===== src/design/bsc_pkg.sv =====
package bsc_pkg;

  localparam int unsigned BSC_DATA_W = 32;
  localparam int unsigned BSC_ADDR_W = 16;
  localparam int unsigned BSC_SEL_W  = 4;
  localparam int unsigned BSC_IRQ_W  = 3;
  localparam int unsigned BSC_FB_W   = 13;

  // Register byte addresses.
  localparam logic [BSC_ADDR_W-1:0] BSC_OFF_PARAM       = 16'h8200;
  localparam logic [BSC_ADDR_W-1:0] BSC_OFF_LAUNCH      = 16'h8204;
  localparam logic [BSC_ADDR_W-1:0] BSC_OFF_STATUS_MODE = 16'h820c;
  localparam logic [BSC_ADDR_W-1:0] BSC_OFF_IRQ_STATUS  = 16'h8220;
  localparam logic [BSC_ADDR_W-1:0] BSC_OFF_IRQ_MASK    = 16'h8224;

  // Field positions in the status and mode word, and the write byte lanes for mode and interrupt registers.
  localparam int unsigned BSC_BIT_XFER      = 0;
  localparam int unsigned BSC_BIT_PIPE      = 1;
  localparam int unsigned BSC_BIT_PENDING   = 2;
  localparam int unsigned BSC_BIT_DEPTH     = 8;
  localparam int unsigned BSC_WIDTH_LSB     = 9;
  localparam int unsigned BSC_WIDTH_MSB     = 10;
  localparam int unsigned BSC_MODE_LANE     = 1;
  localparam int unsigned BSC_IRQ_LANE      = 0;

  // Interrupt event positions.
  localparam int unsigned BSC_IRQ_DONE = 0;
  localparam int unsigned BSC_IRQ_PIPE = 1;
  localparam int unsigned BSC_IRQ_LOST = 2;

  // Screen-width codes and decoded frame-buffer widths in bytes.
  localparam logic [1:0]          BSC_WSEL_1K = 2'h0;
  localparam logic [1:0]          BSC_WSEL_2K = 2'h1;
  localparam logic [BSC_FB_W-1:0] BSC_FB_1K   = 13'h0400;
  localparam logic [BSC_FB_W-1:0] BSC_FB_2K   = 13'h0800;
  localparam logic [BSC_FB_W-1:0] BSC_FB_4K   = 13'h1000;

  localparam logic [BSC_DATA_W-1:0] BSC_STATUS_MODE_RESET = 32'h00000000;

  typedef enum logic [1:0] {
    BSC_ENG_IDLE  = 2'b00,
    BSC_ENG_RUN   = 2'b01,
    BSC_ENG_DRAIN = 2'b10
  } bsc_eng_e;

  typedef struct packed {
    logic                  valid;
    logic                  we;
    logic [BSC_ADDR_W-1:0] addr;
    logic [BSC_DATA_W-1:0] wdata;
    logic [BSC_SEL_W-1:0]  sel;
  } bsc_req_s;

  typedef struct packed {
    logic [1:0] width_sel;
    logic       depth16;
  } bsc_mode_s;

  typedef struct packed {
    bsc_mode_s             mode;
    logic [BSC_FB_W-1:0]   fb_width;
    logic [BSC_DATA_W-1:0] param;
    logic [BSC_DATA_W-1:0] command;
    logic                  pending;
    bsc_eng_e              eng;
    logic                  mem_seen;
    logic                  start;
    logic [BSC_DATA_W-1:0] op_param;
    logic [BSC_DATA_W-1:0] op_command;
  } bsc_core_s;

  typedef struct packed {
    logic                  ack;
    logic [BSC_DATA_W-1:0] dat;
  } bsc_wb_s;

  typedef struct packed {
    logic [BSC_IRQ_W-1:0] status;
    logic [BSC_IRQ_W-1:0] mask;
    logic                 irq;
  } bsc_irq_s;

endpackage


===== src/design/bsc_wb_slave.sv =====
`timescale 1ns/1ps
`default_nettype none
module bsc_wb_slave
  import bsc_pkg::*;
(
  input  wire logic                  core_clk,
  input  wire logic                  reset,
  input  wire logic                  wb_cyc_i,
  input  wire logic                  wb_stb_i,
  input  wire logic                  wb_we_i,
  input  wire logic [BSC_ADDR_W-1:0] wb_adr_i,
  input  wire logic [BSC_DATA_W-1:0] wb_dat_i,
  input  wire logic [BSC_SEL_W-1:0]  wb_sel_i,
  output logic                       wb_ack_o,
  output logic [BSC_DATA_W-1:0]      wb_dat_o,
  output bsc_req_s                   req,
  input  wire logic [BSC_DATA_W-1:0] rdata
);

  bsc_wb_s st_reg;
  bsc_wb_s st_next;

  // An access is taken once per request; ack blocks a second take.
  assign req.valid = wb_cyc_i & wb_stb_i & ~st_reg.ack;
  assign req.we    = wb_we_i;
  assign req.addr  = wb_adr_i;
  assign req.wdata = wb_dat_i;
  assign req.sel   = wb_sel_i;

  always_comb begin
    st_next     = st_reg;
    st_next.ack = req.valid;
    if (req.valid && !wb_we_i) begin
      st_next.dat = rdata;
    end
  end

  always_ff @(posedge core_clk or posedge reset) begin
    if (reset) begin
      st_reg <= '0;
    end else begin
      st_reg <= st_next;
    end
  end

  assign wb_ack_o = st_reg.ack;
  assign wb_dat_o = st_reg.dat;
endmodule
`default_nettype wire


===== src/design/bsc_irq.sv =====
`timescale 1ns/1ps
`default_nettype none
module bsc_irq
  import bsc_pkg::*;
(
  input  wire logic                 core_clk,
  input  wire logic                 reset,
  input  wire logic [BSC_IRQ_W-1:0] events,
  input  wire logic                 clr_we,
  input  wire logic                 mask_we,
  input  wire logic [BSC_IRQ_W-1:0] wr_bits,
  output logic      [BSC_IRQ_W-1:0] status,
  output logic      [BSC_IRQ_W-1:0] mask,
  output logic                      irq
);

  bsc_irq_s             st_reg;
  bsc_irq_s             st_next;
  logic [BSC_IRQ_W-1:0] status_upd;

  // A new event wins over a one-written clear in the same cycle.
  genvar gi;
  generate
    for (gi = 0; gi < BSC_IRQ_W; gi++) begin : g_bit
      assign status_upd[gi] = events[gi] | (st_reg.status[gi] & ~(clr_we & wr_bits[gi]));
    end
  endgenerate

  always_comb begin
    st_next        = st_reg;
    st_next.status = status_upd;
    if (mask_we) begin
      st_next.mask = wr_bits;
    end
    st_next.irq = |(st_next.status & st_next.mask);
  end

  always_ff @(posedge core_clk or posedge reset) begin
    if (reset) begin
      st_reg <= '0;
    end else begin
      st_reg <= st_next;
    end
  end

  assign status = st_reg.status;
  assign mask   = st_reg.mask;
  assign irq    = st_reg.irq;
endmodule
`default_nettype wire


===== src/design/bsc_blit_status_mode.sv =====
// Functional notes
// RULE1 - Width code 00/01/1x gives 1K/2K/4K bytes.
// RULE2 - Software sets width to real frame-buffer width.
// RULE3 - Bit 8 selects 16-bit pixels, else 8-bit.
// RULE4 - Bit 2 high while loaded operation waits.
// RULE5 - Software waits for pending clear before parameter writes.
// RULE6 - Parameter write while pending overwrites queued operation.
// RULE7 - Bit 1 high while pipeline datapath processes.
// RULE8 - Software waits pipeline idle before reloading buffer.
// RULE9 - Bit 0 high while an operation runs.
// RULE10 - Transfer flag holds until memory requests complete.
// RULE11 - Software waits transfer idle before frame-buffer access.
// RULE12 - Status and mode word resets to zero.
// RULE13 - Writes change only width and depth fields.
`timescale 1ns/1ps
`default_nettype none
module bsc_blit_status_mode
  import bsc_pkg::*;
(
  input  wire logic                  core_clk,
  input  wire logic                  reset,
  input  wire logic                  wb_cyc_i,
  input  wire logic                  wb_stb_i,
  input  wire logic                  wb_we_i,
  input  wire logic [BSC_ADDR_W-1:0] wb_adr_i,
  input  wire logic [BSC_DATA_W-1:0] wb_dat_i,
  input  wire logic [BSC_SEL_W-1:0]  wb_sel_i,
  output logic                       wb_ack_o,
  output logic [BSC_DATA_W-1:0]      wb_dat_o,
  input  wire logic                  pipe_done,
  input  wire logic                  mem_done,
  output logic                       op_start,
  output logic [BSC_DATA_W-1:0]      op_param,
  output logic [BSC_DATA_W-1:0]      op_command,
  output logic [BSC_FB_W-1:0]        fb_width_bytes,
  output logic                       pixel_16bpp,
  output logic                       transfer_pending,
  output logic                       pipeline_active,
  output logic                       transfer_active,
  output logic                       irq
);

  bsc_core_s             st_reg;
  bsc_core_s             st_next;
  bsc_req_s              req;
  logic [BSC_DATA_W-1:0] rdata;
  logic [BSC_DATA_W-1:0] status_word;
  logic [BSC_DATA_W-1:0] wmask;
  logic [BSC_IRQ_W-1:0]  irq_status;
  logic [BSC_IRQ_W-1:0]  irq_mask;
  logic [BSC_IRQ_W-1:0]  events;
  logic                  wr;
  logic                  wr_param;
  logic                  wr_launch;
  logic                  wr_mode;
  logic                  wr_irq_clr;
  logic                  wr_irq_mask;
  logic                  start;
  logic                  lost;
  logic                  finish;

  function automatic logic [BSC_FB_W-1:0] fb_bytes(input logic [1:0] code);
    logic [BSC_FB_W-1:0] val;
    unique case (code)
      BSC_WSEL_1K: val = BSC_FB_1K;
      BSC_WSEL_2K: val = BSC_FB_2K;
      default:     val = BSC_FB_4K;
    endcase
    return val;
  endfunction

  bsc_wb_slave u_wb (
    .core_clk (core_clk),
    .reset    (reset),
    .wb_cyc_i (wb_cyc_i),
    .wb_stb_i (wb_stb_i),
    .wb_we_i  (wb_we_i),
    .wb_adr_i (wb_adr_i),
    .wb_dat_i (wb_dat_i),
    .wb_sel_i (wb_sel_i),
    .wb_ack_o (wb_ack_o),
    .wb_dat_o (wb_dat_o),
    .req      (req),
    .rdata    (rdata)
  );

  bsc_irq u_irq (
    .core_clk (core_clk),
    .reset    (reset),
    .events   (events),
    .clr_we   (wr_irq_clr),
    .mask_we  (wr_irq_mask),
    .wr_bits  (req.wdata[BSC_IRQ_W-1:0]),
    .status   (irq_status),
    .mask     (irq_mask),
    .irq      (irq)
  );

  // Byte-lane mask for partial writes of the word registers.
  genvar gi;
  generate
    for (gi = 0; gi < BSC_SEL_W; gi++) begin : g_lane
      assign wmask[8*gi +: 8] = {8{req.sel[gi]}};
    end
  endgenerate

  assign wr          = req.valid & req.we;
  assign wr_param    = wr & (req.addr[15:2] == BSC_OFF_PARAM[15:2]);
  assign wr_launch   = wr & (req.addr[15:2] == BSC_OFF_LAUNCH[15:2]);
  assign wr_mode     = wr & (req.addr[15:2] == BSC_OFF_STATUS_MODE[15:2]) & req.sel[BSC_MODE_LANE];
  assign wr_irq_clr  = wr & (req.addr[15:2] == BSC_OFF_IRQ_STATUS[15:2]) & req.sel[BSC_IRQ_LANE];
  assign wr_irq_mask = wr & (req.addr[15:2] == BSC_OFF_IRQ_MASK[15:2]) & req.sel[BSC_IRQ_LANE];

  // Status flags are built from engine state, so written values never reach them.
  always_comb begin
    status_word                              = BSC_STATUS_MODE_RESET; // see RULE13
    status_word[BSC_WIDTH_MSB:BSC_WIDTH_LSB] = st_reg.mode.width_sel;
    status_word[BSC_BIT_DEPTH]               = st_reg.mode.depth16;
    status_word[BSC_BIT_PENDING]             = st_reg.pending; // see RULE4
    status_word[BSC_BIT_PIPE]                = (st_reg.eng == BSC_ENG_RUN); // see RULE7
    status_word[BSC_BIT_XFER]                = (st_reg.eng != BSC_ENG_IDLE); // see RULE9
  end

  // Unmapped addresses read as zero and are still acknowledged.
  always_comb begin
    rdata = '0;
    case (req.addr[15:2])
      BSC_OFF_PARAM[15:2]:       rdata = st_reg.param;
      BSC_OFF_LAUNCH[15:2]:      rdata = st_reg.command;
      BSC_OFF_STATUS_MODE[15:2]: rdata = status_word;
      BSC_OFF_IRQ_STATUS[15:2]:  rdata[BSC_IRQ_W-1:0] = irq_status;
      BSC_OFF_IRQ_MASK[15:2]:    rdata[BSC_IRQ_W-1:0] = irq_mask;
      default:                   rdata = '0;
    endcase
  end

  always_comb begin
    st_next       = st_reg;
    st_next.start = 1'b0;
    start         = (st_reg.eng == BSC_ENG_IDLE) && st_reg.pending;
    finish        = 1'b0;
    if (wr_mode) begin
      st_next.mode.width_sel = req.wdata[BSC_WIDTH_MSB:BSC_WIDTH_LSB]; // see RULE13
      st_next.mode.depth16   = req.wdata[BSC_BIT_DEPTH]; // see RULE3
    end
    st_next.fb_width = fb_bytes(st_next.mode.width_sel); // see RULE1
    // A write over a queued operation replaces its values in place.
    if (wr_param) begin
      st_next.param = (st_reg.param & ~wmask) | (req.wdata & wmask); // see RULE6
    end
    if (wr_launch) begin
      st_next.command = (st_reg.command & ~wmask) | (req.wdata & wmask); // see RULE6
    end
    if (start) begin
      st_next.op_param   = st_reg.param;
      st_next.op_command = st_reg.command;
      st_next.start      = 1'b1;
    end
    st_next.pending = (st_reg.pending & ~start) | wr_launch; // see RULE4
    lost            = (wr_param | wr_launch) & st_reg.pending & ~start; // see RULE6
    unique case (st_reg.eng)
      BSC_ENG_IDLE: begin
        if (start) begin
          st_next.eng      = BSC_ENG_RUN; // see RULE7
          st_next.mem_seen = 1'b0;
        end
      end
      BSC_ENG_RUN: begin
        if (mem_done) begin
          st_next.mem_seen = 1'b1;
        end
        if (pipe_done) begin
          // The transfer stays busy until memory has finished too.
          if (st_reg.mem_seen || mem_done) begin
            st_next.eng = BSC_ENG_IDLE;
            finish      = 1'b1;
          end else begin
            st_next.eng = BSC_ENG_DRAIN; // see RULE10
          end
        end
      end
      BSC_ENG_DRAIN: begin
        if (mem_done) begin
          st_next.eng = BSC_ENG_IDLE; // see RULE10
          finish      = 1'b1;
        end
      end
      default: begin
        st_next.eng = BSC_ENG_IDLE;
      end
    endcase
    events               = '0;
    events[BSC_IRQ_DONE] = finish;
    events[BSC_IRQ_PIPE] = (st_reg.eng == BSC_ENG_RUN) && pipe_done;
    events[BSC_IRQ_LOST] = lost;
  end

  always_ff @(posedge core_clk or posedge reset) begin
    if (reset) begin
      st_reg          <= '0; // see RULE12
      st_reg.fb_width <= BSC_FB_1K; // see RULE12
    end else begin
      st_reg <= st_next;
    end
  end

  assign op_start         = st_reg.start;
  assign op_param         = st_reg.op_param;
  assign op_command       = st_reg.op_command;
  assign fb_width_bytes   = st_reg.fb_width;
  assign pixel_16bpp      = st_reg.mode.depth16;
  assign transfer_pending = status_word[BSC_BIT_PENDING];
  assign pipeline_active  = status_word[BSC_BIT_PIPE];
  assign transfer_active  = status_word[BSC_BIT_XFER];
endmodule
`default_nettype wire


===== config.mk =====
export PLATFORM = sky130hd
export DESIGN_NAME = bsc_blit_status_mode
export DESIGN_NICKNAME = d
export VERILOG_FILES = /design/src/design/bsc_pkg.sv /design/src/design/bsc_wb_slave.sv /design/src/design/bsc_irq.sv /design/src/design/bsc_blit_status_mode.sv
export SDC_FILE = /design/constraint.sdc
export NUM_CORES = 1
export LEC_CHECK = 0
export BUFFER_PORTS_ARGS = -buffer_cell sky130_fd_sc_hd__buf_2
export CORE_MARGIN = 2
export CORE_UTILIZATION = 35
export DETAILED_ROUTE_END_ITERATION = 10
export SYNTH_ARGS = -nofsm -noshare
export SYNTH_HDL_FRONTEND = slang
export SYNTH_SLANG_ARGS = --single-unit

===== constraint.sdc =====
create_clock -name core_clk -period 7 [get_ports core_clk]
set_input_delay 1.4 -clock core_clk [delete_from_list [all_inputs] [get_ports core_clk]]
set_output_delay 1.4 -clock core_clk [all_outputs]
set_load 0.01 [all_outputs]

---- Yosys cells after proc, flatten, opt, wreduce, memory -nomap -nowiden ----
Index checks and enable logic that the tools add are counted.
cells by class
  equal/unequal tests ..................... 12
  multiplexer cells ....................... 17
  bitwise operators ....................... 37
  reduce and logical (&&, ||, !) cells .... 12
operators by type and width
  cell                                                 number
  bitwise AND 32 bit                                   3
  one-hot mux 29 bit (3 select lines)                  1
  equality test 14 bit, second input constant          5
  2-to-1 mux 65 bit                                    1
  bitwise OR 32 bit                                    2
  inverter 32 bit                                      1
  one-hot mux 13 bit (2 select lines)                  1
  bitwise AND 1 bit                                    20
  one-hot mux 3 bit (5 select lines)                   1
  2-to-1 mux 3 bit                                     3
  != test 2 bit, second input constant                 4
  2-to-1 mux 2 bit                                     3
  one-hot mux 2 bit (3 select lines)                   1
  AND reduction 3 bit                                  2
  inverter 1 bit                                       5
  bitwise OR 1 bit                                     5
  equality test 2 x 1 -> 1 bit, second input constant  2
  logical NOT 2 bit                                    2
  2-to-1 mux 1 bit                                     4
  one-hot mux 1 bit (2 select lines)                   2
  nonzero test 2 bit                                   2
  bitwise AND 3 bit                                    1
  logical AND 1 bit                                    3
  OR reduction 3 bit                                   1
  3 further kinds                                      3
word-level totals
  register bits ........................... 189
  input bits .............................. 59
  output and inout bits ................... 116
  word-level logic and storage cells ...... 94

---- Longest topological paths before layout ----
Gate-level depths: netlist (run 1).
  depth after elaboration ................. 11
  mapped depth ............................ 8
  depth with buffers taken out ............ 7

---- Hierarchy ----
From an unflattened synthesis (run 1), not the netlist that was laid out.
unflattened totals
  cells, all modules ...................... 624
  area, all modules ....................... 8593.2 sq um
by module, submodules not included
  module                instances  cells an instance  area each (sq um)  sequential area each (sq um)
  bsc_blit_status_mode  1          479                6533.8             3454.6
  bsc_wb_slave          1          126                1785.5             825.8
  bsc_irq               1          19                 274.0              175.2

---- Worst setup path after synthesis (run 1) ----
No wires, ideal clock.
  path type ............................... input to register
  start ................................... in wb_adr_i[11]
  end ..................................... reg u_irq.st_reg, in the netlist u_irq.irq
  library setup time ...................... 0.140 ns
  arrival ................................. 2.961 ns
  data required time ...................... 6.860 ns
  setup slack ............................. 3.899 ns
  stages on the path ...................... 5
  path buffers ............................ 0
  cell sequence ........................... nor4b_2 nand4_1 or4b_2 a22oi_1 o221ai_1
RTL lines
  element               RTL line                    source
  start, declared       bsc_blit_status_mode.sv:25  input wire logic [BSC_ADDR_W-1:0] wb_adr_i,
  end signal, assigned  bsc_irq.sv:42               st_reg <= st_next;
  end, declared         bsc_irq.sv:17               bsc_irq_s st_reg;

==> impl_summary.log, run 1 <==
[metrics] GPL Wtd Cong: 0.755
[metrics] Worst Setup SP: wb_adr_i[12]
[metrics] total clock sinks: 178
[metrics] launch instance of the worst register-to-register path: u_wb.wb_ack_o
[metrics] Total Negative Setup Slacks: 0 ns
[metrics] Hold Crit Endpoint: u_wb.wb_ack_o
[metrics] placed inst area: 0.00849 mm²
[metrics] cell breakdown of the critical path: buf_2, nor4b_2, nand4b_1, nor2_1, nand2_2, mux2_2
[metrics] Starting Density: 35.3%
[metrics] Ports: 175
[metrics] Starting DRT DRC Count: 161
[metrics] post-detailed-route wirelength per cell: 17.5 µm
[metrics] final hold violations: 0
[metrics] Total Power: 2.16 mW
[metrics] Tightest Pin Transition: 1.03 ns
[metrics] RSZ-0062 raised after global routing: false
[metrics] CTS Root Buffer Type: clkbuf_16
[metrics] Chip Height: 154 µm
[metrics] dominant synthesized flop cell: dfrtp_1
[metrics] total length of routed wires: 17.5 mm
[metrics] number of warnings reported in the yosys synthesis log: 0
[metrics] Peak VDD IR: 0.000133 V
[metrics] number of flops mapped to enable cells by yosys: 0
[metrics] post-synthesis cell type count: 41
[metrics] die extent in x: 154 µm
[metrics] Syn Inst Count: 608
[metrics] largest delay contributor family on the critical path: simple AND/OR/NAND/NOR gates
[metrics] crit end category: register
[metrics] Hold Crit Depth: 1
[metrics] area of the die: 0.0239 mm²
[metrics] # resized after CTS: 0
[metrics] top post-synthesis cells by count: dfrtp_1, mux2_2, buf_4
[metrics] register-to-register setup slack: 4.66 ns
[metrics] Pwr Density: 238 mW/mm²
[metrics] dominant cell type by area after synthesis: dfrtp_1
[metrics] Avg Vias per Cell: 4.81
[metrics] Setup WS pre-CTS: 3.24 ns
[metrics] TritonCTS clock tree: done
[metrics] clock slew at reported path FFs: 0.07 ns
[metrics] maximum number of pins on one net before global-route repair: 80
[metrics] HPWL after detailed placement: 11.4 mm
[metrics] Req. time, crit path: 7.30 ns
[metrics] Setup crit start kind: input pin
[metrics] first-pass GRT wire length: 27.9 mm
[metrics] setup-violating endpoint count in the final report: 0
[metrics] final hold slack: 0.464 ns
[metrics] P&R area growth vs syn: 14.7%
[metrics] number of buffers inserted for hold repair after clock tree synthesis: 0
[metrics] Final Cycle Share: 46.8%
[metrics] highest cell delay on the worst timing path: 0.61 ns
[metrics] flip-flop and latch count after synthesis: 178
[metrics] final core utilization: 40.5%
[metrics] final cell count without fillers: 999
[metrics] clock latency on the worst-skew pair: 0.42 ns
[metrics] crit path kind: in2reg
[metrics] path depth of the worst reg2reg path: 5
[metrics] Buf+Inv Stages, Crit Path: 1
[metrics] share of final-layout standard cells stronger than drive strength 1: 48.7%
[metrics] top cell type's share of synthesized area: 55.9%
[metrics] async set-or-reset flop fraction in the synthesized netlist: 100%
[metrics] Cell Count Post-Placement: 966
[metrics] PnR worst setup slack: 3.72 ns
[metrics] Post-DRT Antenna Nets: 0
[metrics] library cell with the highest instance count after synthesis: dfrtp_1
[metrics] cell area after layout: 0.00909 mm²
[metrics] gr ovfl total: 0
[metrics] filler instances: 2163
[metrics] register area share after synthesis: 56.2%
[metrics] layout net count: 762
[metrics] mean instance size in the synthesized netlist: 13.0 µm²
[metrics] via count: 4807
[metrics] fmax: 305 MHz
[metrics] launch instance of the worst min-delay path: u_wb.wb_ack_o
[metrics] Pre-Repair DR Iteration Count: 4
[metrics] Post-CTS Setup Repair Bufs: 0
[metrics] post-synthesis cell area: 0.00793 mm²
[metrics] setup clock skew after layout: 0.00768 ns
[metrics] TritonCTS Buffers: 17
[metrics] remaining routing DRC violations: 0
[metrics] number of maximum-capacitance constraint violations: 0
[metrics] count of H-tree levels built during CTS: 4
[metrics] slew margin rel.: 31.0%
[metrics] vias in the first global route: 4942
[metrics] outcome: complete, no violations
[metrics] shortest clock period the worst path allows after layout: 3.28 ns
[metrics] Worst path slowest cell: nor2_1
[metrics] number of placement rows: 55
[metrics] overall fraction of global-route tracks in use: 15.0%
[metrics] worst min path class: reg2reg
[metrics] core outline area: 0.0224 mm²
[metrics] initial antenna violation count: 1
[metrics] Leakage Power: 4.88 nW
[metrics] number of max-slew violations in the final report: 0
[metrics] CP max FO: 8
[metrics] WP data arrival: 3.58 ns
[metrics] maximum count of clock buffers along a single path: 2
[metrics] cells taking the most area after synthesis: dfrtp_1, mux2_2, buf_4
[metrics] input/output buffers: 162
## routing by layer
layer / GRT usage [%] / up-vias / wire (µm)
met5: 0 / - / 0
met4: 4.81 / 0 / 289
met3: 3.59 / 17 / 765
met2: 23.6 / 114 / 8140
met1: 20.6 / 2439 / 8290
li1: - / 2237 / -
## power breakdown
group	leakage (nW)	switching (mW)	internal (mW)
clock network	0.288	0.413	0.560
logic	2.12	0.0933	0.0484
registers	2.47	0.00737	1.04
total	4.88	0.514	1.65
## cell type report
cell class	instances	area, µm²	share of cell area (%)
inverter	14	57.6	0.633
multi-input combinational	323	2780	30.6
tap	285	357	3.92
clock inverter	10	124	1.36
sequential	178	4460	49.0
clock buffer	22	474	5.22
timing repair buffer	166	841	9.25
antenna	1	2.50	0.0275
## worst max-delay path by stage
stage	end	depth (start not counted)
floorplan	async pin	1
global placement	register	6
detailed placement	register	6
CTS	register	6
global route	register	6
finish	register	6
## cells in the final DEF, fill, tap and decap left out, drive strengths merged, types with 2 or more instances in the layout
master,netlist,layout
a21oi,9,9
nand4,2,2
o22ai,5,5
nor4b,4,4
dfrtp,177,177
nand4b,2,2
or2,3,3
conb,1,10
clkinvlp,0,2
o31ai,27,27
clkbuf,19,22
mux2,131,131
inv,14,17
bufinv,0,2
ha,3,3
nor3,2,2
nand2,46,46
nor2,10,10
clkinv,0,3
nand3,4,4
o41a,2,2
o21ai,10,10
buf,83,166
nor2b,2,2
mux2i,38,38
## kinds of logic (layout without fill, tap and decap cells)
family / count (synthesis) / in the layout / share of synthesized area [%]
AOI/OAI and AO/OA: 58 / 58 / 4.94
adders and majority gates: 3 / 3 / 0.474
buffers and inverters: 116 / 212 / 9.28
DFF: 178 / 178 / 56.2
muxes: 169 / 169 / 23.4
other: 1 / 11 / 0.0473
and+or+nand+nor: 83 / 83 / 5.64
## worst register-to-register path, cell delays in order (launching register included)
cell and delay [ns]:
dfrtp_1 0.40, and4b_1 0.49, nand2_1 0.13, nor2_1 0.52
nand2_2 0.34, mux2_2 0.35
Note: power is estimated with default switching activity, not from simulation.
==> run 2, diff against run 1 <==
Settings changed: ABC_AREA set to 1.
Clock period 7 ns to 3.15 ns, I/O delays scaled along.
==> run 2 against run 1 <==
  * First-iteration DRC count is 89% higher
  * Power is 120% higher
  * Sequential share of layout area is 2.0 points lower
  * Highest routed layer is now met5
==> impl_summary.log, run 2 <==
[metrics] Syn Inst Count: 934 (+54%)
[metrics] crit end category: output pin
[metrics] Pre-Repair DR Iteration Count: 4 (unchanged)
[metrics] path depth of the worst reg2reg path: 5 (unchanged)
[metrics] remaining routing DRC violations: 0 (unchanged)
[metrics] library cell with the highest instance count after synthesis: nand2_1
[metrics] number of max-slew violations in the final report: 0 (unchanged)
[metrics] total length of routed wires: 19.4 mm (+11%)
[metrics] Chip Height: 157 µm (+1.8%)
[metrics] fmax: 484 MHz
[metrics] layout net count: 1091 (+43%)
[metrics] cells taking the most area after synthesis: dfrtp_1, nand2_1, buf_4
[metrics] outcome: complete, no violations
[metrics] leading cell type in the layout, fill and taps excluded: nand2_1
[metrics] Total Negative Setup Slacks: 0 ns (unchanged)
[metrics] crit path kind: reg2out
[metrics] initial antenna violation count: 1 (unchanged)
[metrics] number of buffers inserted for hold repair after clock tree synthesis: 0 (unchanged)
[metrics] share of final-layout standard cells stronger than drive strength 1: 26.5% (-22 points)
[metrics] vias in the first global route: 5943 (+20%)
[metrics] maximum number of pins on one net before global-route repair: 49 (-39%)
[metrics] CTS Root Buffer Type: clkbuf_16
[metrics] slew margin rel.: 47.5% (+16 points)
[metrics] Cell Count Post-Placement: 1329 (+38%)
[metrics] maximum count of clock buffers along a single path: 2 (unchanged)
[metrics] via count: 5965 (+24%)
[metrics] Leakage Power: 5.05 nW (+3.4%)
[metrics] flip-flop and latch count after synthesis: 178 (unchanged)
[metrics] Req. time, crit path: 2.52 ns (-4.78 ns)
[metrics] CP max FO: 4 (-4)
[metrics] Post-CTS Setup Repair Bufs: 0 (unchanged)
[metrics] Antenna Diode Count: 0 (-1)
[metrics] worst min path class: in2async
[metrics] Starting DRT DRC Count: 305 (+89%)
[metrics] input/output buffers: 162 (unchanged)
[metrics] multi-input gate area in the final layout: 0.00261 mm² (-6.2%)
[metrics] Starting Density: 35.4% (about the same)
[metrics] post-detailed-route wirelength per cell: 14.2 µm (-19%)
[metrics] overall fraction of global-route tracks in use: 16.3% (+1.3 points)
[metrics] number of warnings reported in the yosys synthesis log: 0 (unchanged)
[metrics] launch instance of the worst register-to-register path: st_reg[66]
[metrics] GPL Wtd Cong: 0.750 (-0.68%)
[metrics] most frequent cells in the layout: nand2_1, dfrtp_1, buf_2, inv_1, o21ai_0
[metrics] TritonCTS clock tree: done
[metrics] clock latency on the worst-skew pair: 0.42 ns (about the same)
[metrics] count of H-tree levels built during CTS: 4 (unchanged)
[metrics] Post-DRT Antenna Nets: 0 (unchanged)
[metrics] filler instances: 2428 (+12%)
[metrics] gr ovfl total: 0 (unchanged)
[metrics] Avg Vias per Cell: 4.38 (-8.9%)
[metrics] P&R area growth vs syn: 15.2%
[metrics] final core utilization: 40.7% (+0.20 points)
[metrics] Peak VDD IR: 0.000299 V (+130%)
[metrics] setup clock skew after layout: 0.00904 ns (+0.00137 ns)
[metrics] shortest clock period the worst path allows after layout: 2.07 ns
[metrics] top post-synthesis cells by count: nand2_1, dfrtp_1, inv_1
[metrics] Pwr Density: 497 mW/mm² (+110%)
[metrics] async set-or-reset flop fraction in the synthesized netlist: 100% (unchanged)
[metrics] setup-violating endpoint count in the final report: 0 (unchanged)
[metrics] Final Cycle Share: 65.6%
[metrics] capture instance of the worst register-to-register path: op_param[19]
[metrics] mean instance size in the synthesized netlist: 8.81 µm² (-32%)
[metrics] dominant synthesized flop cell: dfrtp_1
[metrics] dominant cell type by area after synthesis: dfrtp_1
[metrics] register-to-register setup slack: 1.32 ns (-3.34 ns)
[metrics] number of maximum-capacitance constraint violations: 0 (unchanged)
[metrics] WP data arrival: 1.44 ns (-2.14 ns)
[metrics] total clock sinks: 178 (unchanged)
[metrics] FF/Latch Area: 0.00446 mm² (unchanged)
[metrics] register area share after synthesis: 54.2% (-2.0 points)
[metrics] clock slew at reported path FFs: 0.07 ns (about the same)
[metrics] die extent in x: 157 µm (+1.8%)
[metrics] post-synthesis cell area: 0.00822 mm² (+3.8%)
[metrics] Tightest Pin Transition: 0.785 ns (-0.249 ns)
[metrics] RSZ-0062 raised after global routing: false
[metrics] final hold violations: 0 (unchanged)
[metrics] top cell type's share of synthesized area: 53.9% (-2.0 points)
[metrics] number of flops mapped to enable cells by yosys: 0 (unchanged)
[metrics] Ports: 175 (unchanged)
[metrics] core outline area: 0.0233 mm² (+3.7%)
[metrics] # resized after CTS: 0 (unchanged)
[metrics] HPWL after detailed placement: 13.6 mm (+19%)
[metrics] number of placement rows: 56 (+1.8%)
[metrics] final cell count without fillers: 1361 (+36%)
[metrics] TritonCTS Buffers: 17 (unchanged)
[metrics] post-synthesis cell type count: 34 (-17%)
[metrics] first-pass GRT wire length: 31.4 mm (+13%)
[metrics] Setup crit start kind: register
[metrics] area of the die: 0.0247 mm² (+3.7%)
-- run 2: cell types whose count changed after synthesis, sizes merged, moves of 4 or more --
cell,delta
o21ai,+105
inv,+108
buf,+10
nand2,+254
nor4b,-4
nor2,+28
nand3,+15
mux2,-131
o22ai,+21
clkbuf,-4
mux2i,-38
o31ai,-26
-- run 2: cell families after synthesis --
kind of cell / synth area share, %
AOI/OAI and AO/OA: 11.1
adders and majority gates: 0.456
buffers and inverters: 14.7
DFF: 54.2
other: 0.0456
and+or+nand+nor: 19.5
-- run 2: layout make-up --
cell class	count	area share (%)
inverter	122	4.88
multi-input combinational	535	27.5
sequential	178	47.0
clock inverter	14	1.33
timing repair buffer	175	10.4
clock buffer	18	4.64
tap	319	4.21
-- run 2: worst max path at each step --
stage / from / endpoint / slack (ns)
after floorplan: reset / async pin / 0.24
after global placement: wb_adr_i[4] / u_wb.wb_dat_o[8] / 0.89
after detailed placement: wb_adr_i[4] / u_wb.wb_dat_o[10] / 0.89
after CTS: st_reg[66] / transfer_active / 1.06
after global routing: st_reg[67] / transfer_active / 1.00
final: st_reg[66] / transfer_active / 1.08
-- run 2: critical path, stage by stage (launching register included) --
cell and delay [ns]:
dfrtp_1 0.39, inv_1 0.09, ha_1 0.25, inv_1 0.12, buf_2 0.16
-- run 2: where the power goes --
part,switching [mW],internal [mW],total (mW)
clock,0.933,1.12,2.05
combinational,0.222,0.107,0.329
sequential,0.0149,2.31,2.32
-- run 2: through the flow --
step / worst slack, ns / total power [mW] / hold WS (ns) / area [µm²]
2_1_floorplan: 0.240 / 2.56 / 0.444 / 8260
3_3_place_gp: 0.889 / 2.69 / 0.458 / 8900
3_5_place_dp: 0.887 / 2.70 / 0.460 / 8900
4_1_cts: 1.06 / 4.77 / 0.332 / 9470
5_1_grt: 1.00 / 4.91 / 0.365 / 9470
6_report: 1.08 / 4.71 / 0.333 / 9470
-- run 2: metal layers --
metal / share of wire [%] / track usage [%]
met1: 48 / 22.5
met5: 0.062 / 0
met4: 1.0 / 4.42
met2: 46 / 26.0
met3: 5.2 / 3.61
==> run 3, diff against run 2 <==
Clock period 3.15 ns to 2.2 ns, I/O delays scaled along.
==> run 3 against run 2 <==
  * Cell count increased by 0.22%
  * Combinational power up 41%
  * Largest cell class unchanged
  * Critical endpoint unchanged
  * Setup slack got worse by 0.78 ns
==> impl_summary.log, run 3 (same netlist as run 2, synthesis figures left out) <==
[metrics] WP data arrival: 1.46 ns (+0.02 ns)
[metrics] # resized after CTS: 0 (unchanged)
[metrics] placed inst area: 0.00891 mm² (+0.11%)
[metrics] Peak VDD IR: 0.000439 V (+47%)
[metrics] Setup crit start kind: register
[metrics] first-pass GRT wire length: 31.6 mm (+0.70%)
[metrics] CTS Root Buffer Type: clkbuf_16
[metrics] initial antenna violation count: 1 (unchanged)
[metrics] Req. time, crit path: 1.76 ns (-0.76 ns)
[metrics] die extent in x: 157 µm (unchanged)
[metrics] clock latency on the worst-skew pair: 0.44 ns (+0.02 ns)
[metrics] Switch Pwr: 1.71 mW (+46%)
[metrics] switching share of power: 25.1% (+0.23 points)
[metrics] setup clock skew after layout: 0.0163 ns (+0.00729 ns)
[metrics] final hold violations: 0 (unchanged)
[metrics] Pre-Repair DR Iteration Count: 4 (unchanged)
[metrics] Leakage Power: 5.06 nW (+0.24%)
[metrics] Post-DRT Antenna Nets: 0 (unchanged)
[metrics] overall fraction of global-route tracks in use: 16.5% (+0.20 points)
[metrics] Final Cycle Share: 86.3%
[metrics] vias in the first global route: 5950 (+0.12%)
[metrics] most frequent cells in the layout: nand2_1, dfrtp_1, buf_2, inv_1, o21ai_0
[metrics] share of final-layout standard cells stronger than drive strength 1: 26.6% (+0.12 points)
[metrics] maximum number of pins on one net before global-route repair: 84 (+71%)
[metrics] Starting DRT DRC Count: 348 (+14%)
[metrics] clock slew at reported path FFs: 0.07 ns (about the same)
[metrics] number of max-slew violations in the final report: 0 (unchanged)
[metrics] Chip Height: 157 µm (unchanged)
[metrics] post-detailed-route wirelength per cell: 14.4 µm (+1.2%)
[metrics] remaining routing DRC violations: 0 (unchanged)
[metrics] gr ovfl total: 0 (unchanged)
[metrics] combinational power share: 6.8% (-0.2 points)
[metrics] FF/Latch Area: 0.00446 mm² (unchanged)
[metrics] filler instances: 2437 (+0.37%)
[metrics] slew margin rel.: 63.1% (+16 points)
[metrics] number of maximum-capacitance constraint violations: 0 (unchanged)
[metrics] final core utilization: 40.8% (+0.097 points)
[metrics] Starting Density: 35.4% (unchanged)
[metrics] via count: 6030 (+1.1%)
[metrics] count of H-tree levels built during CTS: 4 (unchanged)
[metrics] worst min path class: in2async
[metrics] Post-CTS Setup Repair Bufs: 0 (unchanged)
[metrics] TritonCTS clock tree: done
[metrics] crit end category: output pin
[metrics] outcome: complete, no violations
[metrics] share of power burned in registers: 48.9% (-0.5 points)
[metrics] number of placement rows: 56 (unchanged)
[metrics] Clock power frac: 44.3% (+0.7 points)
[metrics] setup-violating endpoint count in the final report: 0 (unchanged)
[metrics] area of the die: 0.0247 mm² (unchanged)
[metrics] Avg Vias per Cell: 4.42 (+0.87%)
[metrics] Tightest Pin Transition: 0.553 ns (-0.232 ns)
[metrics] P&R area growth vs syn: 15.4%
[metrics] TritonCTS Buffers: 17 (unchanged)
[metrics] layout net count: 1094 (+0.27%)
[metrics] CP max FO: 4 (unchanged)
[metrics] crit path kind: reg2out
[metrics] number of buffers inserted for hold repair after clock tree synthesis: 0 (unchanged)
[metrics] RSZ-0062 raised after global routing: false
[metrics] Pwr Density: 717 mW/mm² (+44%)
[metrics] core outline area: 0.0233 mm² (unchanged)
[metrics] shortest clock period the worst path allows after layout: 1.90 ns
[metrics] multi-input gate area in the final layout: 0.00261 mm² (unchanged)
[metrics] Antenna Diode Count: 0 (unchanged)
[metrics] total length of routed wires: 19.6 mm (+1.4%)
[metrics] cell area after layout: 0.00949 mm² (+0.24%)
[metrics] total clock sinks: 178 (unchanged)
[metrics] input/output buffers: 162 (unchanged)
[metrics] Ports: 175 (unchanged)
[metrics] HPWL after detailed placement: 13.8 mm (+1.4%)
[metrics] Internal Pwr Total: 5.10 mW (+44%)
[metrics] fmax: 527 MHz
[metrics] leading cell type in the layout, fill and taps excluded: nand2_1
[metrics] GPL Wtd Cong: 0.788 (+5.0%)
[metrics] maximum count of clock buffers along a single path: 2 (unchanged)
==> run 3: final timing paths <==
kind | endpoint | slack (ns) | cells past startpoint | start
worst max register to register | u_irq.irq | 0.53 | 8 | u_wb.wb_ack_o
worst max-delay path | transfer_active | 0.30 | 4 | st_reg[66]
max in group asynchronous | async pin | 1.50 | 3 | reset
min in group core_clk | pixel_16bpp | 0.25 | 3 | wb_dat_i[8]
worst min register to register | u_wb.wb_dat_o[20] | 0.47 | 2 | u_wb.wb_dat_o[20]
worst min-delay path | st_reg[67] | 0.01 | 2 | reset
==> run 3: worst max-delay path, cell delays in order (launching register included) <==
cell and delay, ns:
dfrtp_1 0.39, inv_1 0.09, ha_1 0.24, inv_1 0.14, buf_2 0.17
==> run 3: stage by stage <==
step / setup TNS [ns] / power, mW / hold WS (ns) / cells / setup WS (ns)
floorplan: -92.00 / 3.66 / 0.444 / 943 / -0.520
global placement: 0 / 3.85 / 0.457 / 1332 / 0.306
detailed placement: 0 / 3.86 / 0.460 / 1332 / 0.300
CTS: 0 / 6.89 / 0.00853 / 1364 / 0.278
global route: 0 / 7.10 / 0.0207 / 1364 / 0.232
finish: 0 / 6.80 / 0.0143 / 1364 / 0.301
==> run 3: cell type report <==
type	instances	area share [%]
flip-flops and latches	178	46.9
multi-input cells	535	27.4
repair buffers	178	10.5
inverters	122	4.86
clock buffers	20	4.81
well taps	319	4.20
clock inverters	12	1.28
==> run 3: power by group through the flow <==
stage / Sequential (mW) / Combinational, mW / Clock [mW]
2_1_floorplan: 3.39 / 0.270 / 0
3_3_place_gp: 3.39 / 0.464 / 0
3_5_place_dp: 3.39 / 0.474 / 0
4_1_cts: 3.32 / 0.475 / 3.09
5_1_grt: 3.33 / 0.523 / 3.25
6_report: 3.33 / 0.465 / 3.01
==> run 3: metal layers <==
metal  global-route usage (%)  up-vias  share of wire, %
met3                     3.83       19               5.2
li1                         -     3027                 -
met1                     22.6     2822                48
met2                     26.2      160                46
met5                        0        -             0.066
met4                     5.15        2               1.3
